`src/mou_pkg.sv`:
```
`default_nettype none
package mou_pkg;
   localparam int ADDR_W = 32;
   localparam int DATA_W = 64;
   localparam int BE_W   = 8;
   localparam int MASK_W = 7;
   localparam int RD_W   = 5;
   localparam int CNT_W  = 3;
   localparam int LO_W   = 3;

   // Barrier constraint bit positions
   localparam int BAR_LOAD_LOAD   = 0;
   localparam int BAR_STORE_LOAD  = 1;
   localparam int BAR_LOAD_STORE  = 2;
   localparam int BAR_STORE_STORE = 3;
   localparam int BAR_LOOKASIDE   = 4;
   localparam int BAR_MEM_ISSUE   = 5;
   localparam int BAR_SYNC        = 6;

   localparam logic [CNT_W-1:0]  MAX_OUTSTANDING = 3'h4;
   localparam logic [CNT_W-1:0]  CNT_ZERO        = 3'h0;
   localparam logic [CNT_W-1:0]  CNT_ONE         = 3'h1;
   localparam logic [MASK_W-1:0] MASK_ZERO       = 7'h00;
   localparam logic [BE_W-1:0]   BE_NONE         = 8'h00;
   localparam logic [BE_W-1:0]   BE_BYTE         = 8'h01;
   localparam logic [BE_W-1:0]   BE_WORD         = 8'h0F;
   localparam logic [BE_W-1:0]   BE_DWORD        = 8'hFF;
   localparam logic [DATA_W-1:0] DATA_ZERO       = 64'h0000_0000_0000_0000;
   localparam logic [DATA_W-1:0] BYTE_ONES       = 64'h0000_0000_0000_00FF;
   localparam logic [LO_W-1:0]   LO_ZERO         = 3'h0;

   typedef enum logic [2:0] {
      OP_LOAD, OP_STORE, OP_BYTE_SET, OP_SWAP, OP_CAS, OP_BARRIER, OP_FLUSH
   } mou_op_t;

   typedef enum logic [1:0] {SZ_BYTE, SZ_WORD, SZ_DWORD} mou_size_t;

   typedef enum logic [1:0] {
      TOTAL_STORE_ORDER, PARTIAL_STORE_ORDER, RELAXED_MEMORY_ORDER
   } mou_model_t;

   typedef enum logic [1:0] {MC_READ, MC_WRITE, MC_FLUSH} mou_cmd_t;

   typedef struct packed {
      mou_op_t             op;
      mou_size_t           size;
      logic [ADDR_W-1:0]   addr;
      logic [DATA_W-1:0]   wdata;
      logic [DATA_W-1:0]   cmp;
      logic [MASK_W-1:0]   mask;
      logic [RD_W-1:0]     rd;
   } mou_req_t;

   typedef struct packed {
      mou_cmd_t            cmd;
      logic                lock;
      logic [ADDR_W-1:0]   addr;
      logic [DATA_W-1:0]   wdata;
      logic [BE_W-1:0]     be;
   } mou_mreq_t;

   typedef struct packed {
      logic [RD_W-1:0]     rd;
      logic [DATA_W-1:0]   data;
   } mou_rsp_t;

   function automatic logic [BE_W-1:0] lane_be(input mou_size_t sz, input logic [LO_W-1:0] lo);
      case (sz)
         SZ_BYTE: lane_be = BE_BYTE << lo;
         SZ_WORD: lane_be = BE_WORD << {lo[2], 2'b00};
         default: lane_be = BE_DWORD;
      endcase
   endfunction

   function automatic logic [DATA_W-1:0] lane_get(input logic [DATA_W-1:0] d,
                                                  input mou_size_t sz,
                                                  input logic [LO_W-1:0] lo);
      logic [DATA_W-1:0] s;
      s = DATA_ZERO;
      case (sz)
         SZ_BYTE: begin
            s = d >> {lo, 3'b000};
            lane_get = DATA_W'(s[7:0]);
         end
         SZ_WORD: begin
            s = d >> {lo[2], 5'b00000};
            lane_get = DATA_W'(s[31:0]);
         end
         default: lane_get = d;
      endcase
   endfunction

   function automatic logic [DATA_W-1:0] lane_put(input logic [DATA_W-1:0] v,
                                                  input mou_size_t sz,
                                                  input logic [LO_W-1:0] lo);
      case (sz)
         SZ_BYTE: lane_put = DATA_W'(v[7:0]) << {lo, 3'b000};
         SZ_WORD: lane_put = DATA_W'(v[31:0]) << {lo[2], 5'b00000};
         default: lane_put = v;
      endcase
   endfunction
endpackage
`default_nettype wire

```
`src/mou_amo.sv`:
```
`default_nettype none
module mou_amo
   import mou_pkg::*;
(
   input  wire mou_pkg::mou_op_t              op_in,
   input  wire mou_pkg::mou_size_t            size_in,
   input  wire logic [mou_pkg::LO_W-1:0]      lo_in,
   input  wire logic [mou_pkg::DATA_W-1:0]    old_dw_in,
   input  wire logic [mou_pkg::DATA_W-1:0]    wdata_in,
   input  wire logic [mou_pkg::DATA_W-1:0]    cmp_in,
   output logic      [mou_pkg::DATA_W-1:0]    old_val_out,
   output logic      [mou_pkg::DATA_W-1:0]    new_dw_out,
   output logic      [mou_pkg::BE_W-1:0]      be_out
);
   mou_size_t sz;
   logic      match;

   always_comb begin
      sz          = (op_in == OP_BYTE_SET) ? SZ_BYTE : size_in;
      old_val_out = lane_get(old_dw_in, sz, lo_in);
      match       = (old_val_out == lane_get(cmp_in, sz, LO_ZERO));
      new_dw_out  = lane_put(wdata_in, sz, lo_in);
      be_out      = lane_be(sz, lo_in);
      case (op_in)
         OP_BYTE_SET: begin
            new_dw_out = lane_put(BYTE_ONES, SZ_BYTE, lo_in);
         end
         OP_SWAP: begin
            be_out = lane_be(sz, lo_in);
         end
         OP_CAS: begin
            be_out = match ? lane_be(sz, lo_in) : BE_NONE;
         end
         default: begin
            be_out = lane_be(sz, lo_in);
         end
      endcase
   end
endmodule
`default_nettype wire

```
`src/mou_ordr.sv`:
```
`default_nettype none
module mou_ordr
   import mou_pkg::*;
(
   input  wire logic                          clk_in,
   input  wire logic                          rst_in,
   input  wire mou_pkg::mou_model_t           model_in,
   input  wire logic                          issue_in,
   input  wire logic                          ack_in,
   input  wire logic                          bar_set_in,
   input  wire logic [mou_pkg::MASK_W-1:0]    bar_mask_in,
   output logic      [mou_pkg::CNT_W-1:0]     count_out,
   output logic      [mou_pkg::MASK_W-1:0]    pend_out,
   output logic                               store_block_out,
   output logic                               drained_out
);
   logic [CNT_W-1:0]  cnt_q;
   logic [CNT_W-1:0]  cnt_d;
   logic [MASK_W-1:0] pend_q;
   logic [MASK_W-1:0] pend_d;
   logic              order_stores;

   always_comb begin
      cnt_d = cnt_q;
      if (issue_in && !ack_in) begin
         cnt_d = cnt_q + CNT_ONE;
      end else if (ack_in && !issue_in && cnt_q != CNT_ZERO) begin
         cnt_d = cnt_q - CNT_ONE;
      end
      // A satisfied constraint retires once the stores drain; a new barrier wins
      pend_d = (cnt_q == CNT_ZERO) ? MASK_ZERO : pend_q;
      if (bar_set_in) begin
         pend_d = pend_d | bar_mask_in;
      end
      order_stores = (model_in == TOTAL_STORE_ORDER)
                   | pend_q[BAR_STORE_STORE]
                   | pend_q[BAR_MEM_ISSUE]
                   | pend_q[BAR_SYNC];
      store_block_out = (order_stores && cnt_q != CNT_ZERO)
                      || (cnt_q == MAX_OUTSTANDING);
      drained_out     = (cnt_q == CNT_ZERO);
      count_out       = cnt_q;
      pend_out        = pend_q;
   end

   always_ff @(posedge clk_in) begin
      if (rst_in) begin
         cnt_q  <= CNT_ZERO;
         pend_q <= MASK_ZERO;
      end else begin
         cnt_q  <= cnt_d;
         pend_q <= pend_d;
      end
   end
endmodule
`default_nettype wire

```
`src/mou_top.sv`:
```
`default_nettype none
module mou_top
   import mou_pkg::*;
(
   input  wire logic                          CORE_CLK_IN,
   input  wire logic                          RESET_IN,
   input  wire mou_pkg::mou_model_t           MODEL_IN,
   input  wire logic                          REQ_VALID_IN,
   input  wire mou_pkg::mou_req_t             REQ_IN,
   output logic                               REQ_READY_OUT,
   output logic                               RSP_VALID_OUT,
   output mou_pkg::mou_rsp_t                  RSP_OUT,
   output logic                               MEM_REQ_VALID_OUT,
   output mou_pkg::mou_mreq_t                 MEM_REQ_OUT,
   input  wire logic                          MEM_REQ_READY_IN,
   input  wire logic                          MEM_RDATA_VALID_IN,
   input  wire logic [mou_pkg::DATA_W-1:0]    MEM_RDATA_IN,
   input  wire logic                          MEM_WACK_IN,
   input  wire logic                          MEM_FACK_IN,
   output logic [mou_pkg::CNT_W-1:0]          OUTSTANDING_OUT
);
   typedef enum logic [2:0] {
      S_IDLE, S_ORDER, S_ISSUE, S_RDWAIT, S_AMOWR, S_AMOACK, S_FLUSHW
   } mou_state_t;

   ////////////////////////////////////////////////////////////////////////////
   // State
   mou_state_t        state_q;
   mou_state_t        state_d;
   mou_req_t          req_q;
   mou_req_t          req_d;
   logic              ready_q;
   logic              ready_d;
   logic              rsp_valid_q;
   logic              rsp_valid_d;
   mou_rsp_t          rsp_q;
   mou_rsp_t          rsp_d;
   logic              mvalid_q;
   logic              mvalid_d;
   mou_mreq_t         mreq_q;
   mou_mreq_t         mreq_d;
   logic [DATA_W-1:0] old_q;
   logic [DATA_W-1:0] old_d;
   logic [CNT_W-1:0]  outst_q;

   logic              issue;
   logic              bar_set;
   logic              store_block;
   logic              drained;
   logic [CNT_W-1:0]  count;
   logic [DATA_W-1:0] amo_old;
   logic [DATA_W-1:0] amo_new;
   logic [BE_W-1:0]   amo_be;
   logic              is_atomic;
   logic              accepted;

   ////////////////////////////////////////////////////////////////////////////
   // Submodules
   mou_ordr u_ordr (
      .clk_in          (CORE_CLK_IN),
      .rst_in          (RESET_IN),
      .model_in        (MODEL_IN),
      .issue_in        (issue),
      .ack_in          (MEM_WACK_IN),
      .bar_set_in      (bar_set),
      .bar_mask_in     (REQ_IN.mask),
      .count_out       (count),
      .pend_out        (),
      .store_block_out (store_block),
      .drained_out     (drained)
   );

   mou_amo u_amo (
      .op_in       (req_q.op),
      .size_in     (req_q.size),
      .lo_in       (req_q.addr[LO_W-1:0]),
      .old_dw_in   (MEM_RDATA_IN),
      .wdata_in    (req_q.wdata),
      .cmp_in      (req_q.cmp),
      .old_val_out (amo_old),
      .new_dw_out  (amo_new),
      .be_out      (amo_be)
   );

   ////////////////////////////////////////////////////////////////////////////
   // Sequencer
   always_comb begin
      state_d     = state_q;
      req_d       = req_q;
      ready_d     = ready_q;
      rsp_valid_d = 1'b0;
      rsp_d       = rsp_q;
      mvalid_d    = mvalid_q;
      mreq_d      = mreq_q;
      old_d       = old_q;
      issue       = 1'b0;
      bar_set     = 1'b0;
      accepted    = mvalid_q && MEM_REQ_READY_IN;
      is_atomic   = (req_q.op == OP_BYTE_SET) || (req_q.op == OP_SWAP)
                 || (req_q.op == OP_CAS);
      case (state_q)
         S_IDLE: begin
            if (REQ_VALID_IN && ready_q) begin
               req_d   = REQ_IN;
               ready_d = 1'b0;
               if (REQ_IN.op == OP_BARRIER) begin
                  bar_set     = 1'b1;
                  rsp_valid_d = 1'b1;
                  rsp_d       = '{rd: REQ_IN.rd, data: DATA_ZERO};
                  ready_d     = 1'b1;
               end else begin
                  state_d = S_ORDER;
               end
            end
         end
         S_ORDER: begin
            mreq_d.addr  = req_q.addr;
            mreq_d.lock  = 1'b0;
            mreq_d.wdata = lane_put(req_q.wdata, req_q.size, req_q.addr[LO_W-1:0]);
            mreq_d.be    = lane_be(req_q.size, req_q.addr[LO_W-1:0]);
            case (req_q.op)
               OP_LOAD: begin
                  // Loads wait for all stores to drain, so no load sees stale data
                  if (drained) begin
                     mreq_d.cmd = MC_READ;
                     mvalid_d   = 1'b1;
                     state_d    = S_ISSUE;
                  end
               end
               OP_STORE: begin
                  if (!store_block) begin
                     mreq_d.cmd = MC_WRITE;
                     mvalid_d   = 1'b1;
                     state_d    = S_ISSUE;
                  end
               end
               OP_FLUSH: begin
                  if (drained) begin
                     mreq_d.cmd = MC_FLUSH;
                     mvalid_d   = 1'b1;
                     state_d    = S_ISSUE;
                  end
               end
               default: begin
                  if (drained) begin
                     mreq_d.cmd  = MC_READ;
                     mreq_d.lock = 1'b1;
                     mvalid_d    = 1'b1;
                     state_d     = S_ISSUE;
                  end
               end
            endcase
         end
         S_ISSUE: begin
            if (accepted) begin
               mvalid_d = 1'b0;
               case (req_q.op)
                  OP_STORE: begin
                     issue       = 1'b1;
                     rsp_valid_d = 1'b1;
                     rsp_d       = '{rd: req_q.rd, data: DATA_ZERO};
                     ready_d     = 1'b1;
                     state_d     = S_IDLE;
                  end
                  OP_FLUSH: begin
                     state_d = S_FLUSHW;
                  end
                  default: begin
                     state_d = S_RDWAIT;
                  end
               endcase
            end
         end
         S_RDWAIT: begin
            if (MEM_RDATA_VALID_IN) begin
               if (is_atomic) begin
                  old_d        = amo_old;
                  mreq_d.cmd   = MC_WRITE;
                  mreq_d.lock  = 1'b0;
                  mreq_d.wdata = amo_new;
                  mreq_d.be    = amo_be;
                  mvalid_d     = 1'b1;
                  state_d      = S_AMOWR;
               end else begin
                  rsp_valid_d = 1'b1;
                  rsp_d       = '{rd: req_q.rd,
                                  data: lane_get(MEM_RDATA_IN, req_q.size,
                                                 req_q.addr[LO_W-1:0])};
                  ready_d     = 1'b1;
                  state_d     = S_IDLE;
               end
            end
         end
         S_AMOWR: begin
            if (accepted) begin
               mvalid_d = 1'b0;
               issue    = 1'b1;
               state_d  = S_AMOACK;
            end
         end
         S_AMOACK: begin
            if (drained) begin
               rsp_valid_d = 1'b1;
               rsp_d       = '{rd: req_q.rd, data: old_q};
               ready_d     = 1'b1;
               state_d     = S_IDLE;
            end
         end
         S_FLUSHW: begin
            if (MEM_FACK_IN) begin
               rsp_valid_d = 1'b1;
               rsp_d       = '{rd: req_q.rd, data: DATA_ZERO};
               ready_d     = 1'b1;
               state_d     = S_IDLE;
            end
         end
         default: begin
            state_d  = S_IDLE;
            ready_d  = 1'b1;
            mvalid_d = 1'b0;
         end
      endcase
   end

   always_ff @(posedge CORE_CLK_IN) begin
      if (RESET_IN) begin
         state_q     <= S_IDLE;
         req_q       <= '0;
         ready_q     <= 1'b1;
         rsp_valid_q <= 1'b0;
         rsp_q       <= '0;
         mvalid_q    <= 1'b0;
         mreq_q      <= '0;
         old_q       <= DATA_ZERO;
         outst_q     <= CNT_ZERO;
      end else begin
         state_q     <= state_d;
         req_q       <= req_d;
         ready_q     <= ready_d;
         rsp_valid_q <= rsp_valid_d;
         rsp_q       <= rsp_d;
         mvalid_q    <= mvalid_d;
         mreq_q      <= mreq_d;
         old_q       <= old_d;
         outst_q     <= count;
      end
   end

   ////////////////////////////////////////////////////////////////////////////
   // Outputs
   always_comb begin
      REQ_READY_OUT     = ready_q;
      RSP_VALID_OUT     = rsp_valid_q;
      RSP_OUT           = rsp_q;
      MEM_REQ_VALID_OUT = mvalid_q;
      MEM_REQ_OUT       = mreq_q;
      OUTSTANDING_OUT   = outst_q;
   end
endmodule
`default_nettype wire

```
`config.mk`:
```
export PLATFORM = sky130hd
export DESIGN_NAME = mou_top
export DESIGN_NICKNAME = d
export VERILOG_FILES = /design/src/mou_pkg.sv /design/src/mou_amo.sv /design/src/mou_ordr.sv /design/src/mou_top.sv
export SDC_FILE = /design/constraint.sdc
export NUM_CORES = 1
export LEC_CHECK = 0
export BUFFER_PORTS_ARGS = -buffer_cell sky130_fd_sc_hd__buf_2
export CAP_MARGIN = 5
export CORE_UTILIZATION = 54
export CTS_CLUSTER_SIZE = 30
export DETAILED_ROUTE_END_ITERATION = 16
export PLACE_DENSITY = 0.88
export SETUP_SLACK_MARGIN = 0.2
export SLEW_MARGIN = 10
export SYNTH_ARGS = -nofsm -noshare
export SYNTH_HDL_FRONTEND = slang
export SYNTH_SLANG_ARGS = --single-unit
```
`constraint.sdc`:
```
create_clock -name CORE_CLK_IN -period 3.9 [get_ports CORE_CLK_IN]
set_clock_uncertainty 0.2 [all_clocks]
set_input_delay 0.78 -clock CORE_CLK_IN [delete_from_list [all_inputs] [get_ports CORE_CLK_IN]]
set_output_delay 0.78 -clock CORE_CLK_IN [all_outputs]
set_load 0.02 [all_outputs]
```
==> results.md <==
* Final number of max-transition violations at 0
* Switching power summed over all nets at 6.76 mW
* # placed instances at 3232
* Synthesized area per cell at 7.80 um2
* Post-synthesis mux area share at 1.99%
* Global-route wire length before repair at 108000 um
* Top post-synthesis cells by area: sky130_fd_sc_hd__dfxtp_1, sky130_fd_sc_hd__nand2_1, sky130_fd_sc_hd__a21oi_1
* Register area share after synthesis at 43.9%
* Clock tree sinks at 425
* DRC violations left at 0
* Xor/xnor share of the synthesized area at 1.99%
* Kind of end point of the critical path: flip-flop
* # port buffers at between 400 and 500
* Area of the mapped netlist at 0.0194 mm2
* Final setup vio count at 0
* DR iter-0 viols at 2462
* Worst-case hold slack at 210 ps
* Initial antenna violation count at 10
* GRT Overall Usage at 38.2%
* DIE HEIGHT at 191 um
* Path type of the worst min-delay path: input pin to flip-flop
* Design internal power at 9.97 mW
* Clock Power Share at approximately a quarter
* Minimum period implied by the final worst setup slack at roughly 3600 ps
* Pwr/cell area at 709 mW/mm2
* Routed vias/inst at ~6.3
* Reg2Reg Launch Point: req_q[142]
* Hold violation count in the final report at 0
* Combinational cell fraction of total power at between 30% and 40%
* Post-synth top cells: sky130_fd_sc_hd__nand2_1, sky130_fd_sc_hd__dfxtp_1, sky130_fd_sc_hd__a21oi_1
* VDD IR max at 0.647 mV
* Type of origin of the critical path: flip-flop
* Final worst path period share at 93.5%
* Register-to-register setup slack at between 200 and 300 ps
* Count of nets left with antenna violations after detail routing at 0
* Number of enable flip-flop cells after synthesis at 0
* # Max-Cap Violations at 0
* Via Count at approximately 21000
* Count of pins on the block boundary at 432
* Clock-pin slew on the worst setup and hold paths at ~60 ps
* Final Instance Area at 0.0236 mm2
* Proportion of layout cells with a drive suffix above 1 at 22.1%
* Maximum achievable frequency at 274 MHz
* Total chip power at 16.7 mW
* Post-CTS setup buffers at 0
* Simple-gate share of the synthesized area at about 22%
* Async set-reset flop share out of synthesis at 0%
* Number of global-route vias before repair at 19122
* Worst setup startpoint: req_q[142]
* Capture point of the worst reg-to-reg path: MEM_REQ_OUT[1]
* Wire length per cell at 21.7 um
* Number of warning messages in the yosys log at 0
* Type of the worst setup path: flip-flop to flip-flop
* Final TNS setup at 0 ps
* Cell type with the largest total area after synthesis: sky130_fd_sc_hd__dfxtp_1
* Fraction of synthesized cell area taken by the top area cell type at 43.9%
* Largest family of logic cells by synthesized area: compound AO/OA/AOI/OAI gates
* Headroom to the max-slew limit at ~33%
* Latest clock arrival within the worst-skew pair at 600 ps
* Slew at the pin closest to its max-slew limit at just under 1000 ps
* CTS Buffer Depth at 3
* Non-filler cells, final at 3325
* Ys flop type: sky130_fd_sc_hd__dfxtp_1
* Row Count at 69
* Detailed-routing iteration count for the pre-antenna-repair pass at 7
* Buffer type at the clock tree root: sky130_fd_sc_hd__clkbuf_16
* Sequential power share at 36.1%
* H-tree Lvls at 2
* Total CTS buffers at 45
* Final HPWL DP at 50800 um
* Crit-path max FO at 17
* Area inside the core boundary at around 0.035 mm2
* Nets in the synthesized netlist at 2737
* GPL Wtd Cong at approximately 1.0
* Share of synthesized cell area in full adder, half adder and majority cells at 0.103%
* Endpoint of the most critical setup path: MEM_REQ_OUT[1]
* Die boundary width at 191 um
* Result of the run: completed
* Number of fill cells in the layout at 2957
* TritonCTS clock tree: done
* Synthesized instance count at roughly 2500
* Setup repair after global routing missed its margin: no
* CP Data Required Time at 4210 ps
* Arrival time at the worst endpoint at 3950 ps
* Synth-to-layout area growth at 21.8%
* Total Nets Final at 3069
* Count of cell types in the netlist at 77
* Most frequently used cell type in the post-synthesis netlist: sky130_fd_sc_hd__nand2_1
* Number of synthesized register bits at 425
* Static leakage power at 9.21 nW
* Compound-Gate Fraction of Synth Area at 24.5%
* Placed cell area at ~0.022 mm2
* R2R depth at 9
* Full die area at 0.0367 mm2
* Leftover overflow at the end of global routing at 0
* Switching share of power at 40.4%
* Starting utilization of the core area at 54.6%
* Sum of routed wire length over all layers at just over 70000 um
* Largest net degree at the start of global routing at between 100 and 150
## power by group through the flow
stage / logic [mW] / clock network [mW] / registers (mW)
floorplan: 3.45 / 0 / 6.53
global placement: 6.01 / 0 / 6.04
detailed placement: 6.16 / 0 / 6.08
CTS: 6.20 / 4.42 / 6.00
global route: 6.79 / 4.61 / 6.11
finish: 6.29 / 4.40 / 6.04
## stage by stage
| stage | setup slack [ps] | utilization (%) |
|---|---|---|
| 5_1_grt | 211 | 66.5 |
| 3_5_place_dp | 48.2 | 62.1 |
| 2_1_floorplan | 730 | - |
| 3_3_place_gp | 56.8 | 62.1 |
| 4_1_cts | 274 | 66.4 |
| 6_report | 255 | 66.5 |
## placed cells by master, fill, tap and decap left out, types with 25 or more instances in the layout
cell type and n:
sky130_fd_sc_hd__a211oi_1 86, sky130_fd_sc_hd__a21oi_1 328, sky130_fd_sc_hd__a221oi_1 39, sky130_fd_sc_hd__a22oi_1 93
sky130_fd_sc_hd__buf_2 426, sky130_fd_sc_hd__buf_4 69, sky130_fd_sc_hd__clkbuf_16 45, sky130_fd_sc_hd__dfxtp_1 420
sky130_fd_sc_hd__inv_1 25, sky130_fd_sc_hd__mux2i_1 25, sky130_fd_sc_hd__nand2_1 556, sky130_fd_sc_hd__nand3_1 67
sky130_fd_sc_hd__nand3b_1 25, sky130_fd_sc_hd__nor2_1 188, sky130_fd_sc_hd__nor3_1 47, sky130_fd_sc_hd__o21ai_0 55
sky130_fd_sc_hd__o221ai_1 25, sky130_fd_sc_hd__xnor2_1 36
## what timing repair did
item | 4_1_cts | 5_1_grt
resized for setup | 0 | 4
hold buffers | 0 | 0
setup endpoints to repair | 0 | 7
## flip-flops by register name (all words and copies together) (netlist names), 3 cells and up
name and cells:
MEM_REQ_OUT 107, u_ordr.pend_out 3, state_q 3, OUTSTANDING_OUT 3, req_q 170, u_ordr.count_out 3
old_q 64, RSP_OUT 69
## how the worst min path moves through the flow
stage,from,end,slack [ps],depth (start not counted)
after CTS,REQ_IN[136],req_q[136],190,3
after floorplan,req_q[168],MEM_REQ_OUT[100],230,2
after global routing,REQ_IN[136],req_q[136],200,3
after detailed placement,old_q[22],old_q[22],240,2
after global placement,req_q[147],MEM_REQ_OUT[79],240,2
final,REQ_IN[136],req_q[136],210,3
## critical path, cell delays in order, from the launching register on
cell and delay, ps:
sky130_fd_sc_hd__dfxtp_2 610, sky130_fd_sc_hd__nand2b_1 340, sky130_fd_sc_hd__o311ai_0 910, sky130_fd_sc_hd__o2111a_1 250, sky130_fd_sc_hd__and4_1 190, sky130_fd_sc_hd__a21o_1 200, sky130_fd_sc_hd__nand4_1 170, sky130_fd_sc_hd__o21ai_4 290
sky130_fd_sc_hd__o21ai_0 140, sky130_fd_sc_hd__a211oi_1 270
## layout make-up
cell class	instances	area, um2	share of cell area [%]
Timing Repair Buffer	508	2910	12.3
Multi-Input combinational cell	1813	9970	42.2
Antenna cell	9	22.5	0.0954
Clock buffer	62	1280	5.42
Tap cell	461	577	2.44
Clock inverter	22	245	1.04
Inverter	25	93.8	0.398
Sequential cell	425	8510	36.1
## per-layer routing
| metal | global-route usage, % | up-vias | wire length (um) |
|---|---|---|---|
| li1 | - | 9481 | - |
| met1 | 47.4 | 9697 | 26500 |
| met2 | 60.7 | 1361 | 32700 |
| met3 | 8.02 | 270 | 8290 |
| met4 | 23.3 | 6 | 4710 |
| met5 | 0 | - | 41 |
## kinds of logic after synthesis
group,count (synthesis)
compound gates,732
xor+xnor,44
fa+ha+maj,1
buf+inv,248
flops,425
mux,35
simple gates,1001
(Power assumes the default switching activity.)
